<file path="src/include/hstc_pkg.sv">
// Shared constants for the high-side switch and second timer control block
package hstc_pkg;

   // Register port widths
   localparam int ADDR_W = 7;
   localparam int DATA_W = 8;

   // Register addresses (7-bit register index)
   localparam logic [6:0] ADDR_SECOND_CYCLE_TIMER = 7'h0d;
   localparam logic [6:0] ADDR_SHUTDOWN = 7'h10;
   localparam logic [6:0] ADDR_PAIR_A = 7'h14;
   localparam logic [6:0] ADDR_PAIR_B = 7'h15;

   // Reset values
   localparam logic [7:0] RST_SECOND_CYCLE_TIMER = 8'h00;
   localparam logic [7:0] RST_SHUTDOWN = 8'h00;
   localparam logic [7:0] RST_PAIR = 8'h00;

   // Shutdown register field positions
   localparam int SD_OV_DIS_BIT = 6;
   localparam int SD_UV_DIS_BIT = 5;
   localparam int SD_RECOVER_BIT = 4;
   localparam logic [7:0] SD_WRITE_MASK = 8'h70;

   // Timer register field positions
   localparam int TMR_ON_LSB = 4;
   localparam int TMR_PER_LSB = 0;

   // Switch field positions in each pair register
   localparam int PAIR_LO_LSB = 0;
   localparam int PAIR_HI_LSB = 4;

   // Switch modes of a three-bit switch field
   typedef enum logic [2:0] {
      HSTC_SW_OFF = 3'h0,
      HSTC_SW_ON = 3'h1,
      HSTC_SW_TMR1 = 3'h2,
      HSTC_SW_TMR2 = 3'h3,
      HSTC_SW_FIRST_DUTY_GENERATOR = 3'h4,
      HSTC_SW_SECOND_DUTY_GENERATOR = 3'h5
   } hstc_mode_t;

   // On-time codes that stop the timer, and the reserved period code
   localparam logic [2:0] ON_STOP_LOW = 3'h0;
   localparam logic [2:0] ON_STOP_HIGH = 3'h6;
   localparam logic [2:0] ON_RESERVED = 3'h7;
   localparam logic [2:0] PER_RESERVED = 3'h7;

   // Time base: timer counts in ticks of 0.1 ms
   localparam int CLK_PERIOD_NS = 20;
   localparam int TICK_TIME_NS = 100000;
   localparam int TICK_CYCLES =
      (TICK_TIME_NS + CLK_PERIOD_NS - 1) / CLK_PERIOD_NS;

   // Timer count width, in ticks (longest period 2 s = 20000 ticks)
   localparam int TCNT_W = 15;

   // On-time in ticks: 0.1, 0.3, 1.0, 10, 20 ms
   function automatic logic [14:0] hstc_on_ticks(input logic [2:0] code);
      case (code)
         3'h1: hstc_on_ticks = 15'h0001;
         3'h2: hstc_on_ticks = 15'h0003;
         3'h3: hstc_on_ticks = 15'h000a;
         3'h4: hstc_on_ticks = 15'h0064;
         3'h5: hstc_on_ticks = 15'h00c8;
         default: hstc_on_ticks = 15'h0000;
      endcase
   endfunction : hstc_on_ticks

   // Period in ticks: 10, 20, 50, 100, 200 ms, 1 s, 2 s
   function automatic logic [14:0] hstc_per_ticks(input logic [2:0] code);
      case (code)
         3'h0: hstc_per_ticks = 15'h0064;
         3'h1: hstc_per_ticks = 15'h00c8;
         3'h2: hstc_per_ticks = 15'h01f4;
         3'h3: hstc_per_ticks = 15'h03e8;
         3'h4: hstc_per_ticks = 15'h07d0;
         3'h5: hstc_per_ticks = 15'h2710;
         3'h6: hstc_per_ticks = 15'h4e20;
         default: hstc_per_ticks = 15'h4e20;
      endcase
   endfunction : hstc_per_ticks

endpackage : hstc_pkg

</file>
<file path="src/hstc_switch_ctrl.sv">
`timescale 1ns/10ps
`default_nettype none
module hstc_switch_ctrl
   import hstc_pkg::*;
#(
   parameter int TICK_CNT = TICK_CYCLES // Clocks per 0.1 ms tick
)
(
   // Clock and reset
   input wire logic clock,
   input wire logic rst,
   // Register port
   input wire logic reg_wr_en,
   input wire logic reg_rd_en,
   input wire logic [ADDR_W-1:0] reg_addr,
   input wire logic [DATA_W-1:0] reg_wr_data,
   output logic [DATA_W-1:0] reg_rd_data,
   // Sources from neighbouring generators
   input wire logic first_cycle_timer,
   input wire logic first_duty_generator,
   input wire logic second_duty_generator,
   // Chip state
   input wire logic chip_restart_state,
   input wire logic cyclic_sense_active,
   // Supply and switch faults
   input wire logic supply_overvoltage,
   input wire logic supply_undervoltage,
   input wire logic [3:0] switch_overload,
   // Switch drives
   output logic [3:0] switch_output,
   output logic second_cycle_timer
);
   import hstc_pkg::*;

   // Register map, 7-bit index, byte wide:
   //    0x0d second timer: on-time in 6:4, period in 2:0
   //    0x10 shutdown: overvoltage 6, undervoltage 5, recovery 4
   //    0x14 switches one and two, 0x15 switches three and four
   // Unmapped indexes ignore writes and read back zero.

   // Refuse a tick rate the counter logic cannot serve
   if (TICK_CNT < 1 || TICK_CNT > 65535)
   begin : g_bad_tick
      $error("TICK_CNT out of range");
   end

   ////////////////////////////////////////////////////////////////////////
   // Register state
   logic [2:0] cfg_r [4]; // Per-switch mode fields
   logic [2:0] cfg_nxt [4];
   logic [2:0] on_r; // Second timer on-time code
   logic [2:0] on_nxt;
   logic [2:0] per_r; // Second timer period code
   logic [2:0] per_nxt;
   logic ov_dis_r; // Overvoltage shutdown disable
   logic ov_dis_nxt;
   logic uv_dis_r; // Undervoltage shutdown disable
   logic uv_dis_nxt;
   logic recover_r; // Restore after supply fault
   logic recover_nxt;
   logic [DATA_W-1:0] rd_r; // Read data
   logic [DATA_W-1:0] rd_nxt;

   // Derived
   logic supply_cut; // Supply fault active and enabled
   logic tmr2_assigned; // Some switch follows the second timer
   logic [3:0] sw_level; // Decoded switch levels
   logic [3:0] sw_nxt;
   logic [3:0] sw_r;

   // Images come from the stored fields, so reads need no extra storage
   // Pair, timer and shutdown register images; reserved bits fixed to zero
   logic [7:0] pair_a_img;
   logic [7:0] pair_b_img;
   logic [7:0] timer_img;
   logic [7:0] sd_img;

   assign pair_a_img = {1'b0, cfg_r[1], 1'b0, cfg_r[0]};
   assign pair_b_img = {1'b0, cfg_r[3], 1'b0, cfg_r[2]};
   assign timer_img = {1'b0, on_r, 1'b0, per_r};
   assign sd_img = {1'b0, ov_dis_r, uv_dis_r, recover_r, 4'h0};

   // Both faults are taken as levels: the cut lasts as long as the
   // fault, and what follows depends only on the stored settings.
   // Shutdown only where the matching disable bit is clear
   assign supply_cut = (supply_overvoltage && !ov_dis_r)
      || (supply_undervoltage && !uv_dis_r);

   ////////////////////////////////////////////////////////////////////////
   // Tick divider: one-cycle enable every 0.1 ms
   // One free-running divider keeps every timer on one time base; its
   // phase is not reset on a timer start, so the first on-time slice
   // after a start can be up to TICK_CNT-1 clocks short.
   logic [15:0] div_r;
   logic [15:0] div_nxt;
   logic tick;

   assign tick = (div_r == 16'(TICK_CNT - 1));

   always_comb
   begin
      div_nxt = tick ? 16'h0000 : div_r + 16'h0001;
   end

   always_ff @(posedge clock)
   begin
      if (rst)
         div_r <= 16'h0000;
      else
         div_r <= div_nxt;
   end

   ////////////////////////////////////////////////////////////////////////
   // Register next values
   always_comb
   begin
      for (int i = 0; i < 4; i++)
         cfg_nxt[i] = cfg_r[i];
      on_nxt = on_r;
      per_nxt = per_r;
      ov_dis_nxt = ov_dis_r;
      uv_dis_nxt = uv_dis_r;
      recover_nxt = recover_r;
      rd_nxt = rd_r;

      // Priority, lowest first: software write, supply fault, restart,
      // overload. The hardware clears come last so that a write in the
      // same cycle can never bring a faulted switch back on.
      // Software writes
      if (reg_wr_en)
      begin
         case (reg_addr)
            ADDR_PAIR_A:
            begin
               cfg_nxt[0] = reg_wr_data[PAIR_LO_LSB +: 3];
               cfg_nxt[1] = reg_wr_data[PAIR_HI_LSB +: 3];
            end
            ADDR_PAIR_B:
            begin
               cfg_nxt[2] = reg_wr_data[PAIR_LO_LSB +: 3];
               cfg_nxt[3] = reg_wr_data[PAIR_HI_LSB +: 3];
            end
            ADDR_SECOND_CYCLE_TIMER:
            begin
               on_nxt = reg_wr_data[TMR_ON_LSB +: 3];
               per_nxt = reg_wr_data[TMR_PER_LSB +: 3];
            end
            ADDR_SHUTDOWN:
            begin
               ov_dis_nxt = reg_wr_data[SD_OV_DIS_BIT];
               uv_dis_nxt = reg_wr_data[SD_UV_DIS_BIT];
               recover_nxt = reg_wr_data[SD_RECOVER_BIT];
            end
            default:
            begin
               // Unmapped address: write ignored
            end
         endcase
      end

      // Supply fault without recovery drops the settings for good
      if (supply_cut && !recover_r)
         for (int i = 0; i < 4; i++)
            cfg_nxt[i] = HSTC_SW_OFF;

      // Restart mode clears the switches, and the timer in cyclic sense
      if (chip_restart_state)
      begin
         for (int i = 0; i < 4; i++)
            cfg_nxt[i] = HSTC_SW_OFF;
         if (cyclic_sense_active)
         begin
            on_nxt = ON_STOP_LOW;
            per_nxt = RST_SECOND_CYCLE_TIMER[TMR_PER_LSB +: 3];
         end
      end

      // Overload is a level; the field stays clear after it drops
      // Overload clear beats a same-cycle software write
      for (int i = 0; i < 4; i++)
         if (switch_overload[i])
            cfg_nxt[i] = HSTC_SW_OFF;

      // Read data, captured on the read strobe
      if (reg_rd_en)
      begin
         case (reg_addr)
            ADDR_PAIR_A: rd_nxt = pair_a_img;
            ADDR_PAIR_B: rd_nxt = pair_b_img;
            ADDR_SECOND_CYCLE_TIMER: rd_nxt = timer_img;
            ADDR_SHUTDOWN: rd_nxt = sd_img & SD_WRITE_MASK;
            default: rd_nxt = 8'h00;
         endcase
      end
   end

   // Register flip-flops
   // Reset loads the package reset images; every switch field takes RST_PAIR
   // bits 2:0, so a change to the high field of RST_PAIR needs an edit here.
   always_ff @(posedge clock)
   begin
      if (rst)
      begin
         for (int i = 0; i < 4; i++)
            cfg_r[i] <= RST_PAIR[2:0];
         on_r <= RST_SECOND_CYCLE_TIMER[TMR_ON_LSB +: 3];
         per_r <= RST_SECOND_CYCLE_TIMER[TMR_PER_LSB +: 3];
         ov_dis_r <= RST_SHUTDOWN[SD_OV_DIS_BIT];
         uv_dis_r <= RST_SHUTDOWN[SD_UV_DIS_BIT];
         recover_r <= RST_SHUTDOWN[SD_RECOVER_BIT];
         rd_r <= 8'h00;
      end
      else
      begin
         for (int i = 0; i < 4; i++)
            cfg_r[i] <= cfg_nxt[i];
         on_r <= on_nxt;
         per_r <= per_nxt;
         ov_dis_r <= ov_dis_nxt;
         uv_dis_r <= uv_dis_nxt;
         recover_r <= recover_nxt;
         rd_r <= rd_nxt;
      end
   end

   assign reg_rd_data = rd_r;

   ////////////////////////////////////////////////////////////////////////
   // Second cycle timer
   // It counts only while some switch follows it; with no user the
   // count is held at zero, so the next start begins a fresh period.
   assign tmr2_assigned = (cfg_r[0] == HSTC_SW_TMR2)
      || (cfg_r[1] == HSTC_SW_TMR2) || (cfg_r[2] == HSTC_SW_TMR2)
      || (cfg_r[3] == HSTC_SW_TMR2);

   logic tmr2_level;

   // Same code tables serve the first timer outside
   hstc_cycle_timer u_second_cycle_timer (
      .clock(clock),
      .rst(rst),
      .tick(tick),
      .on_code(on_r),
      .per_code(per_r),
      .assigned(tmr2_assigned),
      .timer_out(tmr2_level)
   );

   assign second_cycle_timer = tmr2_level;

   ////////////////////////////////////////////////////////////////////////
   // Per-switch mode decode
   // Reserved codes 110 and 111 leave the switch off, the safe choice
   for (genvar g = 0; g < 4; g++)
   begin : g_sw
      always_comb
      begin
         case (cfg_r[g])
            HSTC_SW_ON: sw_level[g] = 1'b1;
            HSTC_SW_TMR1: sw_level[g] = first_cycle_timer;
            HSTC_SW_TMR2: sw_level[g] = tmr2_level;
            HSTC_SW_FIRST_DUTY_GENERATOR: sw_level[g] = first_duty_generator;
            HSTC_SW_SECOND_DUTY_GENERATOR: sw_level[g] = second_duty_generator;
            default: sw_level[g] = 1'b0; // Off and reserved codes
         endcase
      end
   end

   // The drive is registered so the switch drivers see glitch-free
   // levels; this costs one cycle after any configuration change, so
   // the output follows one cycle after the write edge.
   // Drive: forced low while a supply fault cuts; held settings come
   // back on their own once it clears when recovery is enabled
   always_comb
   begin
      sw_nxt = supply_cut ? 4'h0 : (sw_level & ~switch_overload);
   end

   always_ff @(posedge clock)
   begin
      if (rst)
         sw_r <= 4'h0;
      else
         sw_r <= sw_nxt;
   end

   assign switch_output = sw_r;

endmodule : hstc_switch_ctrl
`default_nettype wire

</file>
<file path="src/hstc_cycle_timer.sv">
`timescale 1ns/10ps
`default_nettype none
// Cyclic timer: period and on-time counted in 0.1 ms ticks
module hstc_cycle_timer
   import hstc_pkg::*;
(
   // Clock and reset
   input wire logic clock,
   input wire logic rst,
   // Time base
   input wire logic tick,
   // Configuration
   input wire logic [2:0] on_code,
   input wire logic [2:0] per_code,
   input wire logic assigned,
   // Timer level
   output logic timer_out
);
   import hstc_pkg::*;

   ////////////////////////////////////////////////////////////////////////
   logic [TCNT_W-1:0] cnt_r; // Ticks since start of period
   logic [TCNT_W-1:0] cnt_nxt;
   logic out_r; // Registered timer level
   logic out_nxt;
   logic running; // Timer counting
   logic [TCNT_W-1:0] on_ticks;
   logic [TCNT_W-1:0] per_ticks;

   assign on_ticks = hstc_on_ticks(on_code);
   assign per_ticks = hstc_per_ticks(per_code);
   // Only runs once assigned and given a real on-time
   assign running = assigned && (on_code != ON_STOP_LOW)
      && (on_code != ON_STOP_HIGH) && (on_code != ON_RESERVED);

   ////////////////////////////////////////////////////////////////////////
   // Next count and level
   always_comb
   begin
      cnt_nxt = cnt_r;
      out_nxt = out_r;
      if (!running)
      begin
         // Stopped: restart from the period's beginning next time
         cnt_nxt = '0;
         out_nxt = (on_code == ON_STOP_HIGH);
      end
      else
      begin
         // High for the on-time at the start of each period
         out_nxt = (cnt_r < on_ticks);
         if (tick)
         begin
            // Wrap at the period end; >= covers a shortened period
            if (cnt_r >= per_ticks - 15'h0001)
               cnt_nxt = '0;
            else
               cnt_nxt = cnt_r + 15'h0001;
         end
      end
   end

   // Registers
   always_ff @(posedge clock)
   begin
      if (rst)
      begin
         cnt_r <= '0;
         out_r <= 1'b0;
      end
      else
      begin
         cnt_r <= cnt_nxt;
         out_r <= out_nxt;
      end
   end

   assign timer_out = out_r;

endmodule : hstc_cycle_timer
`default_nettype wire

</file>
<file path="config.mk">
export PLATFORM = sky130hd
export DESIGN_NAME = hstc_switch_ctrl
export DESIGN_NICKNAME = d
export VERILOG_FILES = /design/src/include/hstc_pkg.sv /design/src/hstc_switch_ctrl.sv /design/src/hstc_cycle_timer.sv
export SDC_FILE = /design/constraint.sdc
export NUM_CORES = 1
export LEC_CHECK = 0
export ABC_AREA = 0
export BUFFER_PORTS_ARGS = -buffer_cell sky130_fd_sc_hd__buf_2
export CORE_MARGIN = 2
export CORE_UTILIZATION = 55
export CTS_BUF_LIST = sky130_fd_sc_hd__clkbuf_4 sky130_fd_sc_hd__clkbuf_8
export CTS_CLUSTER_DIAMETER = 120
export DETAILED_ROUTE_END_ITERATION = 8
export GPL_ROUTABILITY_DRIVEN = 0
export PLACE_DENSITY_LB_ADDON = 0.05
export SLEW_MARGIN = 20
export SYNTH_ARGS = -nofsm -noshare
export SYNTH_HDL_FRONTEND = slang
export SYNTH_SLANG_ARGS = --single-unit
</file>
<file path="constraint.sdc">
create_clock -name clock -period 3.87 [get_ports clock]
set_input_delay 0 -clock clock [delete_from_list [all_inputs] [get_ports clock]]
set_output_delay 0 -clock clock [all_outputs]
set_load 0.005 [all_outputs]
</file>
Word level (Yosys, flattened, before mapping)
Memories as Yosys holds them, arrays and structs flattened. Cells that the tools add are included.

Register bits: 53. Output and inout bits: 13. Memories kept: 1. Bits in writable memories: 12.

Memories: cfg_r (words 4, width 3, read ports 4, clocked after Yosys merged registers in 0, write ports 4, RTL line hstc_switch_ctrl.sv:49) `logic [2:0] cfg_r [4];`.

Eq/ne operators: 38. Magnitude comparators: 2. Bitwise logic cells: 7. Reductions and logical operators: 19. Muxes and demuxes: 33. Add/subtract/negate cells: 3.

Operators by type and width (count): $pmux 15 s6 (1); $mux 3 (16); $pmux 8 s5 (1); $eq 3x3->1 const B (13); $eq 3x2->1 const B (12); $mux 12 (3); $pmux 7 s4 (1); $eq 7x5->1 const B (3); $pmux 1 s5 (4); $eq 3x1->1 const B (6); $add 16x1->16 const B (1); $eq 16x13->1 const B (1); $add 15x1->15 const B (1); $ge 15x15->1 (1); $lt 15x8->1 (1); $mux 15 (1); $sub 15x1->15 const B (1); $mux 6 (2); $eq 7x4->1 const B (1); $logic_and 1x1->1 (6); $ne 3x3->1 const B (2); $reduce_or 2->1 (3); $and 4x4->4 (1); $logic_or 1x1->1 (4); other kinds (8) (16).

Depth between registers and ports, before layout
An unclocked memory read counts as a cell.

Word-level depth: 10. Depth in mapped cells: 14. Mapped depth without buffers: 12.

By module
Synthesis repeated with hierarchy kept, for this count alone.

Cells, all modules: 397. Area total of the unflattened synthesis: 3579.7 um^2.

Modules (own cells, without submodules): hstc_switch_ctrl (times used 1, cells each 245, area an instance 2253.4 um^2); hstc_cycle_timer (times used 1, cells each 152, area an instance 1326.3 um^2).

Least setup slack after synthesis
No wires, ideal clock.

Path kind: flip-flop to flip-flop. Start point: register per_r[2]. End point: register u_second_cycle_timer.cnt_r[6]. Library setup time: 0.062 ns. Cell stages (with the launch flop): 14. Path buffers: 2. Path slack: 0.838 ns. Data arrival time: 2.970 ns. Cells stage by stage: dfxtp_1 > clkbuf_1 > inv_1 > ha_1 > o21bai_1 > a31oi_1 > o21bai_1 > ha_1 > and4_1 > o2111a_1 > a2111oi_1 > o21ai_4 > buf_12 > nor2_2.

Cells in the longest elaborated chain, start to end: 5. Elaborated cells on any way between the ends: 10. Classes of those cells: add/sub: 1; order compare: 1; eq/ne: 5; mux: 2; reduce/logical: 1.

RTL lines: start, declared (RTL line hstc_switch_ctrl.sv:53) `logic [2:0] per_r;`; start signal, assigned (RTL line hstc_switch_ctrl.sv:207) `per_r <= RST_SECOND_CYCLE_TIMER[TMR_PER_LSB +: 3];`; start signal, assigned (RTL line hstc_switch_ctrl.sv:218) `per_r <= per_nxt;`; $eq 3x3->1 (tied with other cells) (RTL line hstc_pkg.sv:72) `case (code)`; $pmux 15 s6 (*) (RTL line hstc_pkg.sv:72); $sub 15x1->15 (*) (RTL line hstc_cycle_timer.sv:55) `if (cnt_r >= per_ticks - 15'h0001)`; $ge 15x15->1 (*) (RTL line hstc_cycle_timer.sv:55); $mux 15 (*) (RTL line hstc_cycle_timer.sv:55); end signal, assigned (RTL line hstc_cycle_timer.sv:73) `cnt_r <= cnt_nxt;`; end, declared (RTL line hstc_cycle_timer.sv:22) `logic [TCNT_W-1:0] cnt_r;`.

Every way passes the cells marked *; elsewhere a longest branch is shown, timed or not. A chain may end at the register's enable or synchronous reset.

Worst setup path after layout
Start point: register per_r[2]. End point: register u_second_cycle_timer.cnt_r[1].

The elaborated chain is that of the path after synthesis.

==> impl_metrics.py <==
metrics = {
    "synthesis": {
        "synth_compound_area_share_pct": 15.1,
        "yosysUniqueCellTypes": 64,
        "ys.warnings.count": 0,
        "yosys.area.top_type_share_pct": 34.4,
        "synth-edff-count": 0,
        "yosys.area_share.simple_pct": 25.2,
        "seq_area_frac_synth_pct": 34.4,
        "synthArstFlopShare_pct": 0,
        "yosys.area.top_type": "dfxtp_1",
        "synth_seq_cells": 63,
        "syn_inst": 428,
        "synth_area_leaders": "dfxtp_1 (34%), ha_1 (8.9%), xor2_1 (5.3%), nand2_1 (4.0%), mux2i_1 (3.8%)",
        "synth_top_family_by_area": "simple AND/OR/NAND/NOR gates",
        "synthAdderAreaFrac_pct": 8.86,
        "synthXorXnorAreaFrac_pct": 7.16,
        "synthMuxAreaShare_pct": 4.43,
        "ys.flop_type": "dfxtp_1",
        "syn_area_mm2": 0.00367,
        "avgSynthCellArea_um2": 8.57,
    },
    "timing": {
        "finalSetupTns_ns": 0,
        "fmax_ghz": 0.308,
        "rsz0062_at_grt": "no",
        "fin_crit_sh_pct": 84.0,
        "min_period_ns": 3.25,
        "setup_viol": 0,
        "slew_violations": 0,
        "relSlewSlack_pct": 41.9,
        "tightest_slew_ns": 0.864,
        "setup_slack_ns": 0.619,
        "fin_worst_skew_ns": 0.00722,
        "finalHoldViolCount": 0,
    },
    "routing": {
        "via_per_inst": 5.75,
        "drtIter0Drc": 174,
        "via_count": 3193,
        "drtAntennaViolNets": 0,
        "route.detailed.drc": 0,
        "routed_wl_um": 8120,
        "wl_per_cell_um": 14.6,
        "first_pass_iters": 6,
    },
    "floorplanning": {
        "fp-row-count": 29,
        "num_io_pins": 43,
        "die-area_mm2": 0.00734,
        "die_w_um": 85.7,
        "core_mm2": 0.00639,
        "dieHeight_um": 85.7,
        "start_util_pct": 57.5,
    },
    "final_layout": {
        "n_antenna_cell": 0,
        "finalNetCount": 529,
        "drive_gt1_share_pct": 16.7,
        "area_growth_pct": 13.9,
    },
    "setup_path": {
        "startpoint": "per_r[2]$_SDFF_PP0_",
        "timing.rr.start": "per_r[2]$_SDFF_PP0_",
        "setup.worst_path.end_class": "flip-flop",
        "worstPathRequired_ns": 4.13,
        "path_max_fanout": 15,
        "crit_type": "flip-flop to flip-flop",
        "crit_path_start_kind": "flip-flop",
        "critPathArrivalTime_ns": 3.51,
        "ff2ff_path_depth": 11,
    },
    "pwr": {
        "p_per_area_mw_per_mm2": 307,
        "ir_worst_vdd_mv": 0.251,
        "cellLeakagePower_uw": 0.00160,
    },
    "global_route": {
        "grt_max_degree": 17,
        "grt_first_pass_wirelength_um": 13800,
        "grt.overflow.total": 0,
        "grt_antenna_before_repair": 0,
        "grt_usage_pct": 23.5,
        "grt_pass1_vias": 2997,
    },
    "min_path": {
        "worstHoldPathCells": 4,
        "hp-class": "input pin to flip-flop",
        "worstHoldStart": "reg_rd_en",
    },
    "cts": {
        "cts.sinks": 63,
        "clockBufferDepth": 2,
        "cts_tree": "yes",
        "cts_setup_buffers": 0,
        "root_buffer": "clkbuf_8",
        "cts_buffers": 9,
        "htreeDepth": 3,
        "clk_latency_ns": 0.33,
        "cts_resized": 0,
        "clk_pin_slew_ns": 0.07,
    },
    "placement": {
        "pre_cts_slack_ns": 0.616,
        "io_buffers": 38,
        "hpwlAfterDp_um": 5900,
    },
    "flow_run": {
        "maxCapViolCount": 0,
    },
    "run_status": {
        "status": "completed",
    },
}
[cells by family (layout without fill, tap and decap cells)]
group / count (synthesis) / count (layout)
mux: 16 / 16
other cells: 2 / 3
buf+inv: 34 / 83
compound gates: 81 / 81
flops: 63 / 63
xor+xnor: 30 / 30
fa+ha+maj: 26 / 26
simple gates: 176 / 176
[routing by layer]
metal	wire length, µm	global-route usage (%)	vias to the layer above
li1	-	-	1627
met1	3940	33.0	1478
met2	3660	36.7	74
met3	392	3.95	14
met4	123	8.08	0
met5	0	0	-
[placed cells by master, fill, tap and decap left out, types with 3 or more instances in the layout]
cell type	instances
dfxtp_1	63
nand2_1	39
buf_2	38
nor2_1	37
ha_1	26
a21oi_1	25
nand3_1	22
xor2_1	22
nor3_1	19
o21ai_0	15
inv_1	14
mux2i_1	14
dlygate4sd3_1	12
nand4_1	11
nor2_2	11
clkbuf_8	10
xnor2_1	8
and3_1	5
o21bai_1	4
nand2b_1	4
o22ai_1	4
and2_1	4
and4_1	4
a222oi_1	3
a21boi_0	3
nor4_1	3
a221oi_1	3
conb_1	3
clkinv_2	3
buf_4	3
[final cells by class]
cell class | count | area (µm²)
Multi-Input combinational cell | 332 | 2240
Sequential cell | 63 | 1260
Clock inverter | 6 | 60.1
Timing Repair Buffer | 53 | 333
Inverter | 14 | 52.6
Clock buffer | 10 | 138
Fill cell | 576 | 2210
Tap cell | 77 | 96.3
[path summary, 6_finish.rpt]
check,end,slack [ns]
hold reg to reg,reg_rd_data[0]$_SDFFE_PP0P_,0.45
setup / recovery,u_second_cycle_timer.cnt_r[1]$_SDFFE_PP0P_,0.62
setup reg to reg,u_second_cycle_timer.cnt_r[1]$_SDFFE_PP0P_,0.62
hold / removal,reg_rd_data[5]$_SDFFE_PP0P_,0.03
[where the power goes]
part           internal (µW)  switching, µW  leakage [µW]
logic                   27.0           33.5      0.000999
clock network            311            257     0.0000981
registers                651           2.51      0.000508
total                    989            293       0.00160
[worst max-delay path, cell delays in order, from the launching register on]
cell and delay (ns):
dfxtp_1 0.57, inv_1 0.25, ha_1 0.27, o21bai_1 0.16
a31oi_1 0.19, o21bai_1 0.09, ha_1 0.30, and4_1 0.20
o2111a_1 0.12, a2111oi_1 0.58, o21ai_4 0.28, nor2_1 0.16
[per-stage QoR]
step | utilization, % | cell area, µm² | total power [µW] | cells | hold WS [ns]
floorplan | - | 3670 | 694 | 429 | 0.0793
global placement | 60.5 | 3860 | 718 | 527 | 0.216
detailed placement | 60.5 | 3860 | 719 | 527 | 0.223
CTS | 65.4 | 4180 | 1290 | 555 | 0.0208
global route | 65.4 | 4180 | 1330 | 555 | 0.0516
finish | 65.4 | 4180 | 1280 | 555 | 0.0267
[timing repair]
action                                  CTS  global route
hold buffers                             12             0
endpoints found under the setup margin    0             0
hold endpoints to repair                 25             0
[flip-flops by register name, indices dropped and copies added, names as in the netlist]
| signal | flops |
|---|---|
| div_r | 16 |
| u_second_cycle_timer.cnt_r | 15 |
| cfg_r | 12 |
| reg_rd_data | 6 |
| switch_output | 4 |
| on_r | 3 |
| per_r | 3 |
| ov_dis_r | 1 |
| recover_r | 1 |
| u_second_cycle_timer.timer_out | 1 |
| uv_dis_r | 1 |
[cells in the mapped netlist, types with 2 or more instances]
cell        n
buf_6       2
nand4_1    11
a21oi_1    25
inv_1      14
o21bai_1    4
and3_1      5
nor2_2     11
o22a_1      2
or3_1       2
clkbuf_1   11
a32o_1      2
and2_1      4
nor2_1     37
o31ai_1     2
and4_1      4
a31oi_1     2
a21boi_0    3
xnor2_1     8
nand2_1    39
nor2b_1     2
o22ai_1     4
buf_2       3
nand2b_1    4
a222oi_1    3
dfxtp_1    63
o21ai_0    15
buf_4       3
conb_1      2
ha_1       26
nor4_1      3
mux2_2      2
nand3_1    22
nor3_1     19
and4_2      2
a2111oi_0   2
a221oi_1    3
mux2i_1    14
xor2_1     22
(Power assumes the default switching activity.)
